File: config.mk
export PLATFORM = sky130hd
export DESIGN_NAME = eight_channel_pwm_unit
export DESIGN_NICKNAME = d
export VERILOG_FILES = /design/src/include/pwm_unit_pkg.sv /design/src/include/deadtime_if.sv /design/src/hdl/pwm_deadtime_pair.sv /design/src/hdl/eight_channel_pwm_unit.sv
export VERILOG_INCLUDE_DIRS = /design/src /design/src/include
export SDC_FILE = /design/constraint.sdc
export NUM_CORES = 1
export LEC_CHECK = 0
export BUFFER_PORTS_ARGS = -buffer_cell sky130_fd_sc_hd__buf_2
export CAP_MARGIN = 20
export CORE_MARGIN = 5
export CORE_UTILIZATION = 35
export DETAILED_ROUTE_END_ITERATION = 10
export HOLD_SLACK_MARGIN = 0.12
export PLACE_DENSITY = 0.5
export SLEW_MARGIN = 20
export SYNTH_ARGS = -nofsm -noshare
export SYNTH_HDL_FRONTEND = slang
export SYNTH_HIERARCHICAL = 1
export SYNTH_SLANG_ARGS = --single-unit
File: constraint.sdc
create_clock -name i_sys_clk -period 3.9 [get_ports i_sys_clk]
set_input_delay 0.78 -clock i_sys_clk [delete_from_list [all_inputs] [get_ports i_sys_clk]]
set_output_delay 0.78 -clock i_sys_clk [all_outputs]
set_load 0.02 [all_outputs]
File: src/include/pwm_unit_regs.svh
// register offsets, field positions, reset values and timing counts of the pwm unit
`ifndef PWM_UNIT_REGS_SVH
`define PWM_UNIT_REGS_SVH

// ----------------------------------------------------------------
// register byte offsets
// ----------------------------------------------------------------
`define OFF_CONTROL     8'h00
`define OFF_CHN_SELECT  8'h04
`define OFF_STATUS      8'h08
`define OFF_INVERT      8'h0C
`define OFF_DEADTIME    8'h10
`define OFF_FAULT_CFG   8'h14
`define OFF_PERIOD      8'h18
`define OFF_DUTY0       8'h30
`define OFF_DUTY7       8'h4C

// ----------------------------------------------------------------
// field positions and writable masks
// ----------------------------------------------------------------
`define CON_DIV_LSB     0
`define CON_DIV_MSB     2
`define CON_MODE        5
`define CON_ALIGN       6
`define CON_ON          7
`define CON_IRQ_EN      8
`define CON_MASK        9'h1E7
`define STS_CYCLE       0
`define STS_FAULT       1
`define FLT_TIME_LSB    0
`define FLT_TIME_MSB    1
`define FLT_LEVEL       4
`define FLT_IMMEDIATE   5
`define FLT_ON          7
`define FLT_MASK        8'hB3
`define DT_FALL_LSB     8

// ----------------------------------------------------------------
// reset values, bus answers, timing
// ----------------------------------------------------------------
`define RST_ZERO        32'h0000_0000
`define RESP_OKAY       2'h0
`define RESP_SLVERR     2'h2
`define CLK_PERIOD_NS   5
`define FILT_1US_NS     1000
`define FILT_4US_NS     4000
`define FILT_16US_NS    16000
`define NS_TO_CYC(t)    (((t) + `CLK_PERIOD_NS - 1) / `CLK_PERIOD_NS)
`define DEADTIME_STEP   4

`endif

File: src/include/pwm_unit_pkg.sv
// types shared by the pwm unit and its dead-time pair
package pwm_unit_pkg;

    typedef enum logic [1:0] {
        CNT_UP   = 2'b01,
        CNT_DOWN = 2'b10
    } count_dir_type;

    typedef struct packed {
        logic [8:0]        control;
        logic [7:0]        chn_sel;
        logic [7:0]        invert;
        logic [3:0]        rise_dt;
        logic [3:0]        fall_dt;
        logic [7:0]        fault_cfg;
        logic [15:0]       period_reg;
        logic [7:0][15:0]  duty_reg;
        logic [15:0]       period_act;
        logic [7:0][15:0]  duty_act;
        logic              cycle_flag;
        logic              fault_status;
        logic              out_block;
        logic [6:0]        presc;
        logic [16:0]       cnt;
        count_dir_type     dir;
        logic [11:0]       filt_cnt;
        logic              filt_fault;
        logic              aw_held;
        logic [7:0]        awaddr;
        logic              w_held;
        logic [31:0]       wdata;
        logic [3:0]        wstrb;
        logic              awready;
        logic              wready;
        logic              bvalid;
        logic [1:0]        bresp;
        logic              arready;
        logic              rvalid;
        logic [31:0]       rdata;
        logic [1:0]        rresp;
        logic [7:0]        pwm_wave;
        logic [7:0]        pwm_oe;
        logic [7:0]        pin_route;
        logic              irq;
    } pwm_state_type;

    typedef struct packed {
        logic [5:0]        hold_cnt;
        logic              raw_q;
        logic              out_a;
        logic              out_b;
    } deadtime_state_type;

endpackage

File: src/include/deadtime_if.sv
// link between the pwm core and one complementary dead-time pair
`timescale 1ns/1ps
`default_nettype none
interface deadtime_if;
    logic       raw;
    logic [3:0] rise_dt;
    logic [3:0] fall_dt;
    logic       out_a;
    logic       out_b;

    modport core (output raw, output rise_dt, output fall_dt, input out_a, input out_b);
    modport pair (input raw, input rise_dt, input fall_dt, output out_a, output out_b);
endinterface
`default_nettype wire

File: src/hdl/pwm_deadtime_pair.sv
// dead-time generator for one complementary output pair
`timescale 1ns/1ps
`default_nettype none
`include "pwm_unit_regs.svh"
module pwm_deadtime_pair
    import pwm_unit_pkg::*;
(
    input  wire logic        i_sys_clk,
    input  wire logic        i_rst,
    deadtime_if.pair         dt
);
    deadtime_state_type s;
    deadtime_state_type n;

    // setting counts steps of four peripheral clocks
    function automatic logic [5:0] dead_cycles(input logic [3:0] setting);
        return {setting, 2'b00};
    endfunction

    always_comb begin
        n = s;
        n.raw_q = dt.raw;
        if (dt.raw != s.raw_q) begin
            n.hold_cnt = 6'h00;
        end else if (s.hold_cnt != 6'h3F) begin
            n.hold_cnt = s.hold_cnt + 6'h01;
        end
        // each side waits out its own delay, so both are never high together
        n.out_a = dt.raw & (n.hold_cnt >= dead_cycles(dt.rise_dt));
        n.out_b = ~dt.raw & (n.hold_cnt >= dead_cycles(dt.fall_dt));
    end

    always_ff @(posedge i_sys_clk) begin
        if (i_rst) begin
            s <= '0;
        end else begin
            s <= n;
        end
    end

    assign dt.out_a = s.out_a;
    assign dt.out_b = s.out_b;
endmodule // pwm_deadtime_pair
`default_nettype wire

File: src/hdl/eight_channel_pwm_unit.sv
// eight channel pwm unit: axi4-lite registers, shared counter, fault and pin control
// Notes on behaviour
// - edge mode counts up, wraps after period
// - edge period is period plus one ticks
// - center mode counts up then down
// - center period is twice period plus two
// - duty loads at zero or apex only
// - period loads at zero or apex only
// - independent channels share period, own duty
// - complementary mode pairs channels with dead time
// - qualified fault sets flag, stops outputs
// - immediate mode clears flag when fault ends
// - latched flag waits for software clear
// - fault flag set puts pins high-impedance
// - cycle end sets flag, irq if enabled
// - cycle flag cleared by writing one
// - module off stops, zeroes counter, frees pins
// - control bit 6 picks alignment
// - control bit 5 picks output mode
// - three bit divider from 1 to 128
// - per channel select routes wave to pin
// - counter runs with all pins deselected
// - per channel inversion of the waveform
// - rise and fall dead time, four clocks
// - fault level and filter time selectable
// - even duty drives both pair signals
//
// Design decisions made here: register access over AXI4-Lite and the register offsets.
`timescale 1ns/1ps
`default_nettype none
`include "pwm_unit_regs.svh"
module eight_channel_pwm_unit
    import pwm_unit_pkg::*;
(
    input  wire logic        i_sys_clk,
    input  wire logic        i_rst,
    input  wire logic [7:0]  i_awaddr,
    input  wire logic        i_awvalid,
    output logic             o_awready,
    input  wire logic [31:0] i_wdata,
    input  wire logic [3:0]  i_wstrb,
    input  wire logic        i_wvalid,
    output logic             o_wready,
    output logic [1:0]       o_bresp,
    output logic             o_bvalid,
    input  wire logic        i_bready,
    input  wire logic [7:0]  i_araddr,
    input  wire logic        i_arvalid,
    output logic             o_arready,
    output logic [31:0]      o_rdata,
    output logic [1:0]       o_rresp,
    output logic             o_rvalid,
    input  wire logic        i_rready,
    input  wire logic        i_fault_input_pin,
    output logic [7:0]       o_pwm_wave,
    output logic [7:0]       o_pwm_oe,
    output logic [7:0]       o_pin_route,
    output logic             o_cycle_irq
);

    // ----------------------------------------------------------------
    // state and helpers
    // ----------------------------------------------------------------
    pwm_state_type s;
    pwm_state_type n;

    logic [7:0]  raw_wave;
    logic [3:0]  dt_a;
    logic [3:0]  dt_b;
    logic [7:0]  wave;
    logic [7:0]  wa;
    logic [7:0]  ra;
    logic [2:0]  widx;
    logic [2:0]  ridx;
    logic [31:0] rd;
    logic        rd_ok;
    logic        wr_go;
    logic        tick;
    logic        wrap;
    logic        load;
    logic        f_act;
    logic        f_hit;
    logic [16:0] p1;

    function automatic logic [6:0] div_mask(input logic [2:0] code);
        return 7'((8'h01 << code) - 8'h01);
    endfunction

    function automatic logic [11:0] filter_limit(input logic [1:0] code);
        unique case (code)
            2'h0: filter_limit = 12'h000;
            2'h1: filter_limit = 12'(`NS_TO_CYC(`FILT_1US_NS));
            2'h2: filter_limit = 12'(`NS_TO_CYC(`FILT_4US_NS));
            2'h3: filter_limit = 12'(`NS_TO_CYC(`FILT_16US_NS));
        endcase
    endfunction

    function automatic logic [31:0] merge_strb(input logic [31:0] old,
                                               input logic [31:0] data,
                                               input logic [3:0]  strb);
        logic [31:0] res;
        res = old;
        for (int b = 0; b < 4; b++) begin
            if (strb[b]) begin
                res[8*b +: 8] = data[8*b +: 8];
            end
        end
        return res;
    endfunction

    function automatic logic is_duty(input logic [7:0] addr);
        return (addr >= `OFF_DUTY0) && (addr <= `OFF_DUTY7);
    endfunction

    // ----------------------------------------------------------------
    // compare and dead-time pairs
    // ----------------------------------------------------------------
    for (genvar g = 0; g < 8; g++) begin : g_cmp
        // down leg includes the match so both legs hold duty ticks
        assign raw_wave[g] = (s.dir == CNT_DOWN) ? ({1'b0, s.duty_act[g]} >= s.cnt)
                                                 : ({1'b0, s.duty_act[g]} > s.cnt);
    end

    deadtime_if dt_bus[4] ();

    for (genvar g = 0; g < 4; g++) begin : g_pair
        assign dt_bus[g].raw     = raw_wave[2*g];
        assign dt_bus[g].rise_dt = s.rise_dt;
        assign dt_bus[g].fall_dt = s.fall_dt;
        assign dt_a[g]           = dt_bus[g].out_a;
        assign dt_b[g]           = dt_bus[g].out_b;
        pwm_deadtime_pair u_pair (
            .i_sys_clk (i_sys_clk),
            .i_rst     (i_rst),
            .dt        (dt_bus[g])
        );
    end

    always_comb begin
        n     = s;
        wa    = {s.awaddr[7:2], 2'b00};
        ra    = {i_araddr[7:2], 2'b00};
        widx  = 3'((wa - `OFF_DUTY0) >> 2);
        ridx  = 3'((ra - `OFF_DUTY0) >> 2);
        rd    = `RST_ZERO;
        rd_ok = 1'b1;
        wr_go = s.aw_held & s.w_held & ~s.bvalid;
        tick  = 1'b0;
        wrap  = 1'b0;
        load  = 1'b0;
        f_act = 1'b0;
        f_hit = 1'b0;
        p1    = {1'b0, s.period_act} + 17'h00001;
        wave  = 8'h00;

        // ------------------------------------------------------------
        // axi4-lite write channel
        // ------------------------------------------------------------
        if (s.bvalid & i_bready) begin
            n.bvalid = 1'b0;
        end
        if (i_awvalid & s.awready) begin
            n.aw_held = 1'b1;
            n.awaddr  = i_awaddr;
        end
        if (i_wvalid & s.wready) begin
            n.w_held = 1'b1;
            n.wdata  = i_wdata;
            n.wstrb  = i_wstrb;
        end
        if (wr_go) begin
            n.aw_held = 1'b0;
            n.w_held  = 1'b0;
            n.bvalid  = 1'b1;
            n.bresp   = `RESP_OKAY;
            case (wa)
                `OFF_CONTROL: begin
                    n.control = 9'(merge_strb(32'(s.control), s.wdata, s.wstrb))
                                & `CON_MASK;
                end
                `OFF_CHN_SELECT: begin
                    n.chn_sel = 8'(merge_strb(32'(s.chn_sel), s.wdata, s.wstrb));
                end
                `OFF_STATUS: begin
                    if (s.wstrb[0] & s.wdata[`STS_CYCLE]) begin
                        n.cycle_flag = 1'b0;
                    end
                    // only latched mode lets software drop the fault flag
                    if (s.wstrb[0] & s.wdata[`STS_FAULT] & ~s.fault_cfg[`FLT_IMMEDIATE]) begin
                        n.fault_status = 1'b0;
                    end
                end
                `OFF_INVERT: begin
                    n.invert = 8'(merge_strb(32'(s.invert), s.wdata, s.wstrb));
                end
                `OFF_DEADTIME: begin
                    if (s.wstrb[0]) begin
                        n.rise_dt = s.wdata[3:0];
                    end
                    if (s.wstrb[1]) begin
                        n.fall_dt = s.wdata[`DT_FALL_LSB +: 4];
                    end
                end
                `OFF_FAULT_CFG: begin
                    n.fault_cfg = 8'(merge_strb(32'(s.fault_cfg), s.wdata, s.wstrb))
                                  & `FLT_MASK;
                end
                `OFF_PERIOD: begin
                    n.period_reg = 16'(merge_strb(32'(s.period_reg), s.wdata, s.wstrb));
                end
                default: begin
                    if (is_duty(wa)) begin
                        n.duty_reg[widx] = 16'(merge_strb(32'(s.duty_reg[widx]),
                                                          s.wdata, s.wstrb));
                    end else begin
                        n.bresp = `RESP_SLVERR;
                    end
                end
            endcase
        end
        n.awready = ~n.aw_held & ~n.bvalid;
        n.wready  = ~n.w_held & ~n.bvalid;

        // ------------------------------------------------------------
        // axi4-lite read channel
        // ------------------------------------------------------------
        case (ra)
            `OFF_CONTROL:    rd = 32'(s.control);
            `OFF_CHN_SELECT: rd = 32'(s.chn_sel);
            `OFF_STATUS:     rd = {30'h0, s.fault_status, s.cycle_flag};
            `OFF_INVERT:     rd = 32'(s.invert);
            `OFF_DEADTIME:   rd = {20'h0, s.fall_dt, 4'h0, s.rise_dt};
            `OFF_FAULT_CFG:  rd = 32'(s.fault_cfg);
            `OFF_PERIOD:     rd = 32'(s.period_reg);
            default: begin
                if (is_duty(ra)) begin
                    rd = 32'(s.duty_reg[ridx]);
                end else begin
                    rd_ok = 1'b0;
                end
            end
        endcase
        if (s.rvalid & i_rready) begin
            n.rvalid = 1'b0;
        end
        if (i_arvalid & s.arready) begin
            n.rvalid = 1'b1;
            n.rdata  = rd;
            n.rresp  = rd_ok ? `RESP_OKAY : `RESP_SLVERR;
        end
        n.arready = ~n.rvalid;

        // ------------------------------------------------------------
        // prescaler and shared counter
        // ------------------------------------------------------------
        tick = s.presc >= div_mask(s.control[`CON_DIV_MSB:`CON_DIV_LSB]);
        if (!s.control[`CON_ON]) begin
            // shadows follow the registers while idle so a start uses fresh values
            n.presc = 7'h00;
            n.cnt   = 17'h00000;
            n.dir   = CNT_UP;
            load    = 1'b1;
        end else begin
            n.presc = tick ? 7'h00 : s.presc + 7'h01;
            if (tick) begin
                if (!s.control[`CON_ALIGN]) begin
                    n.dir = CNT_UP;
                    if (s.cnt + 17'h00001 >= p1) begin
                        n.cnt = 17'h00000;
                        wrap  = 1'b1;
                    end else begin
                        n.cnt = s.cnt + 17'h00001;
                    end
                end else begin
                    unique case (s.dir)
                        CNT_UP: begin
                            if (s.cnt + 17'h00001 >= p1) begin
                                n.cnt = p1;
                                n.dir = CNT_DOWN;
                                load  = 1'b1;
                            end else begin
                                n.cnt = s.cnt + 17'h00001;
                            end
                        end
                        CNT_DOWN: begin
                            if (s.cnt <= 17'h00001) begin
                                n.cnt = 17'h00000;
                                n.dir = CNT_UP;
                                wrap  = 1'b1;
                            end else begin
                                n.cnt = s.cnt - 17'h00001;
                            end
                        end
                    endcase
                end
            end
        end
        if (wrap) begin
            load         = 1'b1;
            n.cycle_flag = 1'b1;
        end
        if (load) begin
            n.period_act = s.period_reg;
            n.duty_act   = s.duty_reg;
        end

        // ------------------------------------------------------------
        // fault filter and status
        // ------------------------------------------------------------
        f_act = s.fault_cfg[`FLT_LEVEL] ? i_fault_input_pin : ~i_fault_input_pin;
        if (!f_act) begin
            n.filt_cnt   = 12'h000;
            n.filt_fault = 1'b0;
        end else if (s.filt_cnt >= filter_limit(s.fault_cfg[`FLT_TIME_MSB:`FLT_TIME_LSB])) begin
            n.filt_fault = 1'b1;
        end else begin
            n.filt_cnt = s.filt_cnt + 12'h001;
        end
        f_hit = s.fault_cfg[`FLT_ON] & s.filt_fault & f_act;
        if (f_hit) begin
            n.fault_status = 1'b1;
            n.out_block    = 1'b1;
        end else if (s.fault_cfg[`FLT_IMMEDIATE]) begin
            n.fault_status = 1'b0;
        end
        // release waits for a counter return to zero, never mid-cycle
        if ((wrap | ~s.control[`CON_ON]) & ~n.fault_status & ~f_hit) begin
            n.out_block = 1'b0;
        end

        // ------------------------------------------------------------
        // output steering
        // ------------------------------------------------------------
        for (int i = 0; i < 8; i++) begin
            if (s.control[`CON_MODE]) begin
                wave[i] = (i % 2 == 1) ? dt_b[i / 2] : dt_a[i / 2];
            end else begin
                wave[i] = raw_wave[i];
            end
        end
        n.pin_route = s.control[`CON_ON] ? s.chn_sel : 8'h00;
        n.pwm_wave  = wave ^ s.invert;
        n.pwm_oe    = n.pin_route & {8{~(n.fault_status | n.out_block)}};
        n.irq       = n.cycle_flag & n.control[`CON_IRQ_EN];
    end

    // ----------------------------------------------------------------
    // state register
    // ----------------------------------------------------------------
    always_ff @(posedge i_sys_clk) begin
        if (i_rst) begin
            s     <= '0;
            s.dir <= CNT_UP;
        end else begin
            s <= n;
        end
    end

    assign o_awready   = s.awready;
    assign o_wready    = s.wready;
    assign o_bresp     = s.bresp;
    assign o_bvalid    = s.bvalid;
    assign o_arready   = s.arready;
    assign o_rdata     = s.rdata;
    assign o_rresp     = s.rresp;
    assign o_rvalid    = s.rvalid;
    assign o_pwm_wave  = s.pwm_wave;
    assign o_pwm_oe    = s.pwm_oe;
    assign o_pin_route = s.pin_route;
    assign o_cycle_irq = s.irq;

endmodule // eight_channel_pwm_unit
`default_nettype wire

==> flow_summary.json <==
{
  "firstDrtPassIters": 5,
  "clkSlewWorstSetupHoldPaths_ps": 60,
  "maxCapViolations": 0,
  "regToRegSetupSlack_ps": 100,
  "wl_per_cell_um": 22.0,
  "grt_pass1_wl_um": 132000,
  "routed_wl_um": 89500,
  "critPathKind": "flop to flop",
  "start_util_pct": 35.1,
  "antenna_found_initial": 3,
  "post_synth_num_cell_types": 77,
  "period_minus_slack_ps": 3800,
  "place_hpwl_um": 64700,
  "crit_slowest_cell": "or3_2",
  "pin_count": 126,
  "postPlaceCellArea_um2": 28200,
  "p_sw_share_pct": 23.1,
  "syn_area_per_cell_um2": 8.93,
  "routabilityCongestion": 0.924,
  "grtUsageMet2_pct": 34.9,
  "end_kind": "flop",
  "critical_path.top_delay_family": "simple AND/OR/NAND/NOR gates",
  "viasPerCell": 5.47,
  "power_density_nw_per_um2": 350,
  "grt_use_met1_pct": 27.6,
  "path_cells": "inv_1 -> ha_1 -> a21o_1 -> a21o_1 -> a21oi_1 -> o22ai_2 -> or3b_4 -> nor2b_1 -> xor2_2 -> or3_2 -> ha_1 -> nor2b_1 -> a2111oi_2 -> a2111oi_2",
  "die_area_um2": 80100,
  "syn_area_um2": 26100,
  "worst-path-max-fanout": 4,
  "root_buffer": "clkbuf_16",
  "dr_total_vias": 22200,
  "cp_num_buf_inv": 1,
  "pwr-share-clk_pct": 49.3,
  "grt_remaining_overflow": 0,
  "grt_pass1_vias": 21300,
  "seqPwrFrac_pct": 46.7,
  "combPwrFrac_pct": 4.0,
  "ant_nets": 0,
  "cpPeakStageDelay_ps": 550,
  "cp_data_arrival_time_ps": 4290,
  "final_cells": 4061,
  "synth_flop_cell": "dfxtp_1",
  "grtUsageTotal_pct": 21.2,
  "grtUsageMet3_pct": 3.74,
  "synth_seq_area_share_pct": 36.5,
  "rows": 100,
  "leakage_nw": 13.0,
  "switching_power_mw": 2.47,
  "maxSlewViolCount": 0,
  "period_share_pct": 97.5,
  "outcome": "finished, final reports clean",
  "async_flop_share_pct": 0,
  "synth-edff-count": 0,
  "portBuffers": 85,
  "cts_sinks": 476,
  "worstPathRequired_ps": 4390,
  "rsz0062_at_grt": "yes",
  "grt_max_degree": 198,
  "core-area_um2": 74200,
  "clk_latency_ps": 620,
  "clock_skew_ps": 23.5,
  "synthToLayoutAreaGrowth_pct": 17.0,
  "startpoint_type": "flop",
  "die_x_um": 283,
  "peakVddDrop_mv": 0.323,
  "drt_iter0_drc": 1680,
  "cts_tree": "done",
  "drc_errors": 0,
  "cts_buffers": 52,
  "syn_inst": 2920,
  "nNetsFinal": 3308,
  "p_int_mw": 8.20,
  "hold_buffers": 0,
  "hold_path_class": "input port to flop",
  "fmaxAchievable_mhz": 263,
  "slew_headroom_pct": 31.3,
  "top_usage_layer": "met2",
  "fin_area_um2": 30500,
  "finalSetupViolCount": 0,
  "cts_buffer_depth": 3,
  "dp_cells": 3957,
  "die_h_um": 283,
  "yosysWarnings": 6,
  "worst_pin_slew_ps": 1020,
  "final_layout_size_suffix_gt1_share_pct": 17.1,
  "hold_violations": 0,
  "htreeDepth": 2,
  "synth_seq_cells": 476
}
[cell usage in the layout (no fill, tap or decap), types with 64 or more instances in the layout]
master,n
dfxtp_1,472
nand2_1,371
nor2_1,354
mux2i_1,251
a21oi_1,209
ha_1,193
buf_4,168
buf_2,84
inv_1,72
nand3_1,67
mux4_2,64
[power by group through the flow]
stage	Clock (mW)	Combinational, mW	Sequential, mW
finish	5.25	0.432	4.98
global route	5.57	0.469	4.98
CTS	5.37	0.428	4.98
detailed placement	0	0.427	5.09
global placement	0	0.422	5.08
floorplan	0	0.325	5.04
[metal layers]
metal | part of all wire [%] | wire length (um) | up-vias
met5 | 0.015 | 13 | -
met4 | 4.3 | 3850 | 2
met3 | 6.0 | 5400 | 172
met2 | 46 | 41600 | 674
met1 | 43 | 38600 | 10800
li1 | - | - | 10600
[worst reg2reg max path, stage by stage (launching register included)]
cell	delay, ps
dfxtp_1	310
inv_1	210
ha_1	300
a21o_1	160
a21o_1	170
a21oi_1	180
o22ai_2	170
or3b_4	460
nor2b_1	180
xor2_2	190
or3_2	550
ha_1	230
nor2b_1	150
a2111oi_2	80
a2111oi_2	340
[stage by stage]
stage                     util [%]  power (mW)  setup WS (ps)  setup TNS, ps  hold WS, ps
after detailed placement      37.9        5.51           -321          -1080          443
after CTS                     40.4        10.8          -79.5          -79.5          381
after global placement        37.9        5.50           -187           -606          440
after floorplan                  -        5.37           5.09              0          421
final                         41.1        10.7           98.1              0          420
after global routing          41.1        11.0          -64.1           -509          408
[Yosys cell counts, types with 4 or more instances]
| cell type | n | area [um2] |
|---|---|---|
| a2111oi_0 | 13 | 114 |
| a2111oi_1 | 7 | 70.1 |
| a211oi_1 | 35 | 263 |
| a21o_1 | 44 | 330 |
| a21oi_1 | 217 | 1090 |
| a221oi_1 | 20 | 175 |
| a22oi_1 | 6 | 45.0 |
| a311oi_1 | 10 | 87.6 |
| a31oi_1 | 15 | 93.8 |
| and2_1 | 21 | 131 |
| and3_1 | 24 | 150 |
| and4_1 | 4 | 35.0 |
| buf_1 | 15 | 56.3 |
| buf_2 | 12 | 60.1 |
| buf_4 | 70 | 526 |
| buf_8 | 6 | 90.1 |
| clkbuf_1 | 109 | 409 |
| dfxtp_1 | 476 | 9530 |
| ha_1 | 195 | 2440 |
| inv_1 | 75 | 282 |
| mux2_2 | 8 | 90.1 |
| mux2i_1 | 252 | 2520 |
| mux4_2 | 64 | 1440 |
| nand2_1 | 372 | 1400 |
| nand2b_1 | 25 | 156 |
| nand3_1 | 68 | 340 |
| nand4_1 | 29 | 181 |
| nand4b_1 | 6 | 52.6 |
| nor2_1 | 358 | 1340 |
| nor2b_1 | 41 | 257 |
| nor3_1 | 56 | 280 |
| nor3b_1 | 6 | 45.0 |
| nor4_1 | 14 | 87.6 |
| o211ai_1 | 11 | 82.6 |
| o21a_1 | 17 | 128 |
| o21ai_0 | 56 | 280 |
| o21ai_1 | 17 | 85.1 |
| o22ai_1 | 9 | 56.3 |
| or2_2 | 7 | 43.8 |
| or3_1 | 8 | 50.1 |
| xnor2_1 | 40 | 350 |
| xor2_1 | 24 | 210 |
| xor2_2 | 4 | 65.1 |
[final timing paths]
| path | startpoint | endpoint | cells past startpoint |
|---|---|---|---|
| setup / recovery | s[133] | g_pair[0].u_pair/dt.out_b | 14 |
| hold / removal | i_wdata[1] | s[71] | 3 |
| setup reg to reg | s[133] | g_pair[0].u_pair/dt.out_b | 14 |
| hold reg to reg | s[144] | s[144] | 1 |
[repair_timing]
| item | in CTS | in global routing |
|---|---|---|
| setup buffers | 0 | 7 |
| pin swaps | 2 | 17 |
| gates cloned | 0 | 4 |
| endpoints found under the setup margin | 11 | 176 |
| resized for setup | 12 | 66 |
[cells by family after synthesis]
logic type	Yosys count	synth area share, %
xor gates and xnor gates	68	2.40
AOI/OAI and AO/OA	509	12.4
muxes	324	15.5
other	1	0.0144
DFF	476	36.5
adders and majority gates	195	9.36
and+or+nand+nor	1059	18.2
buffers and inverters	288	5.50
[area by class of cell]
cell class              count  area, um2
clock buffers              72       1510
flip-flops and latches    476       9530
diodes                      2       5.00
clock inverters            19        285
repair buffers            275       2120
multi-input cells        2173      15600
well taps                 969       1210
fillers                  7353      43700
inverters                  75        285
Note: power is estimated with default switching activity, not from simulation.
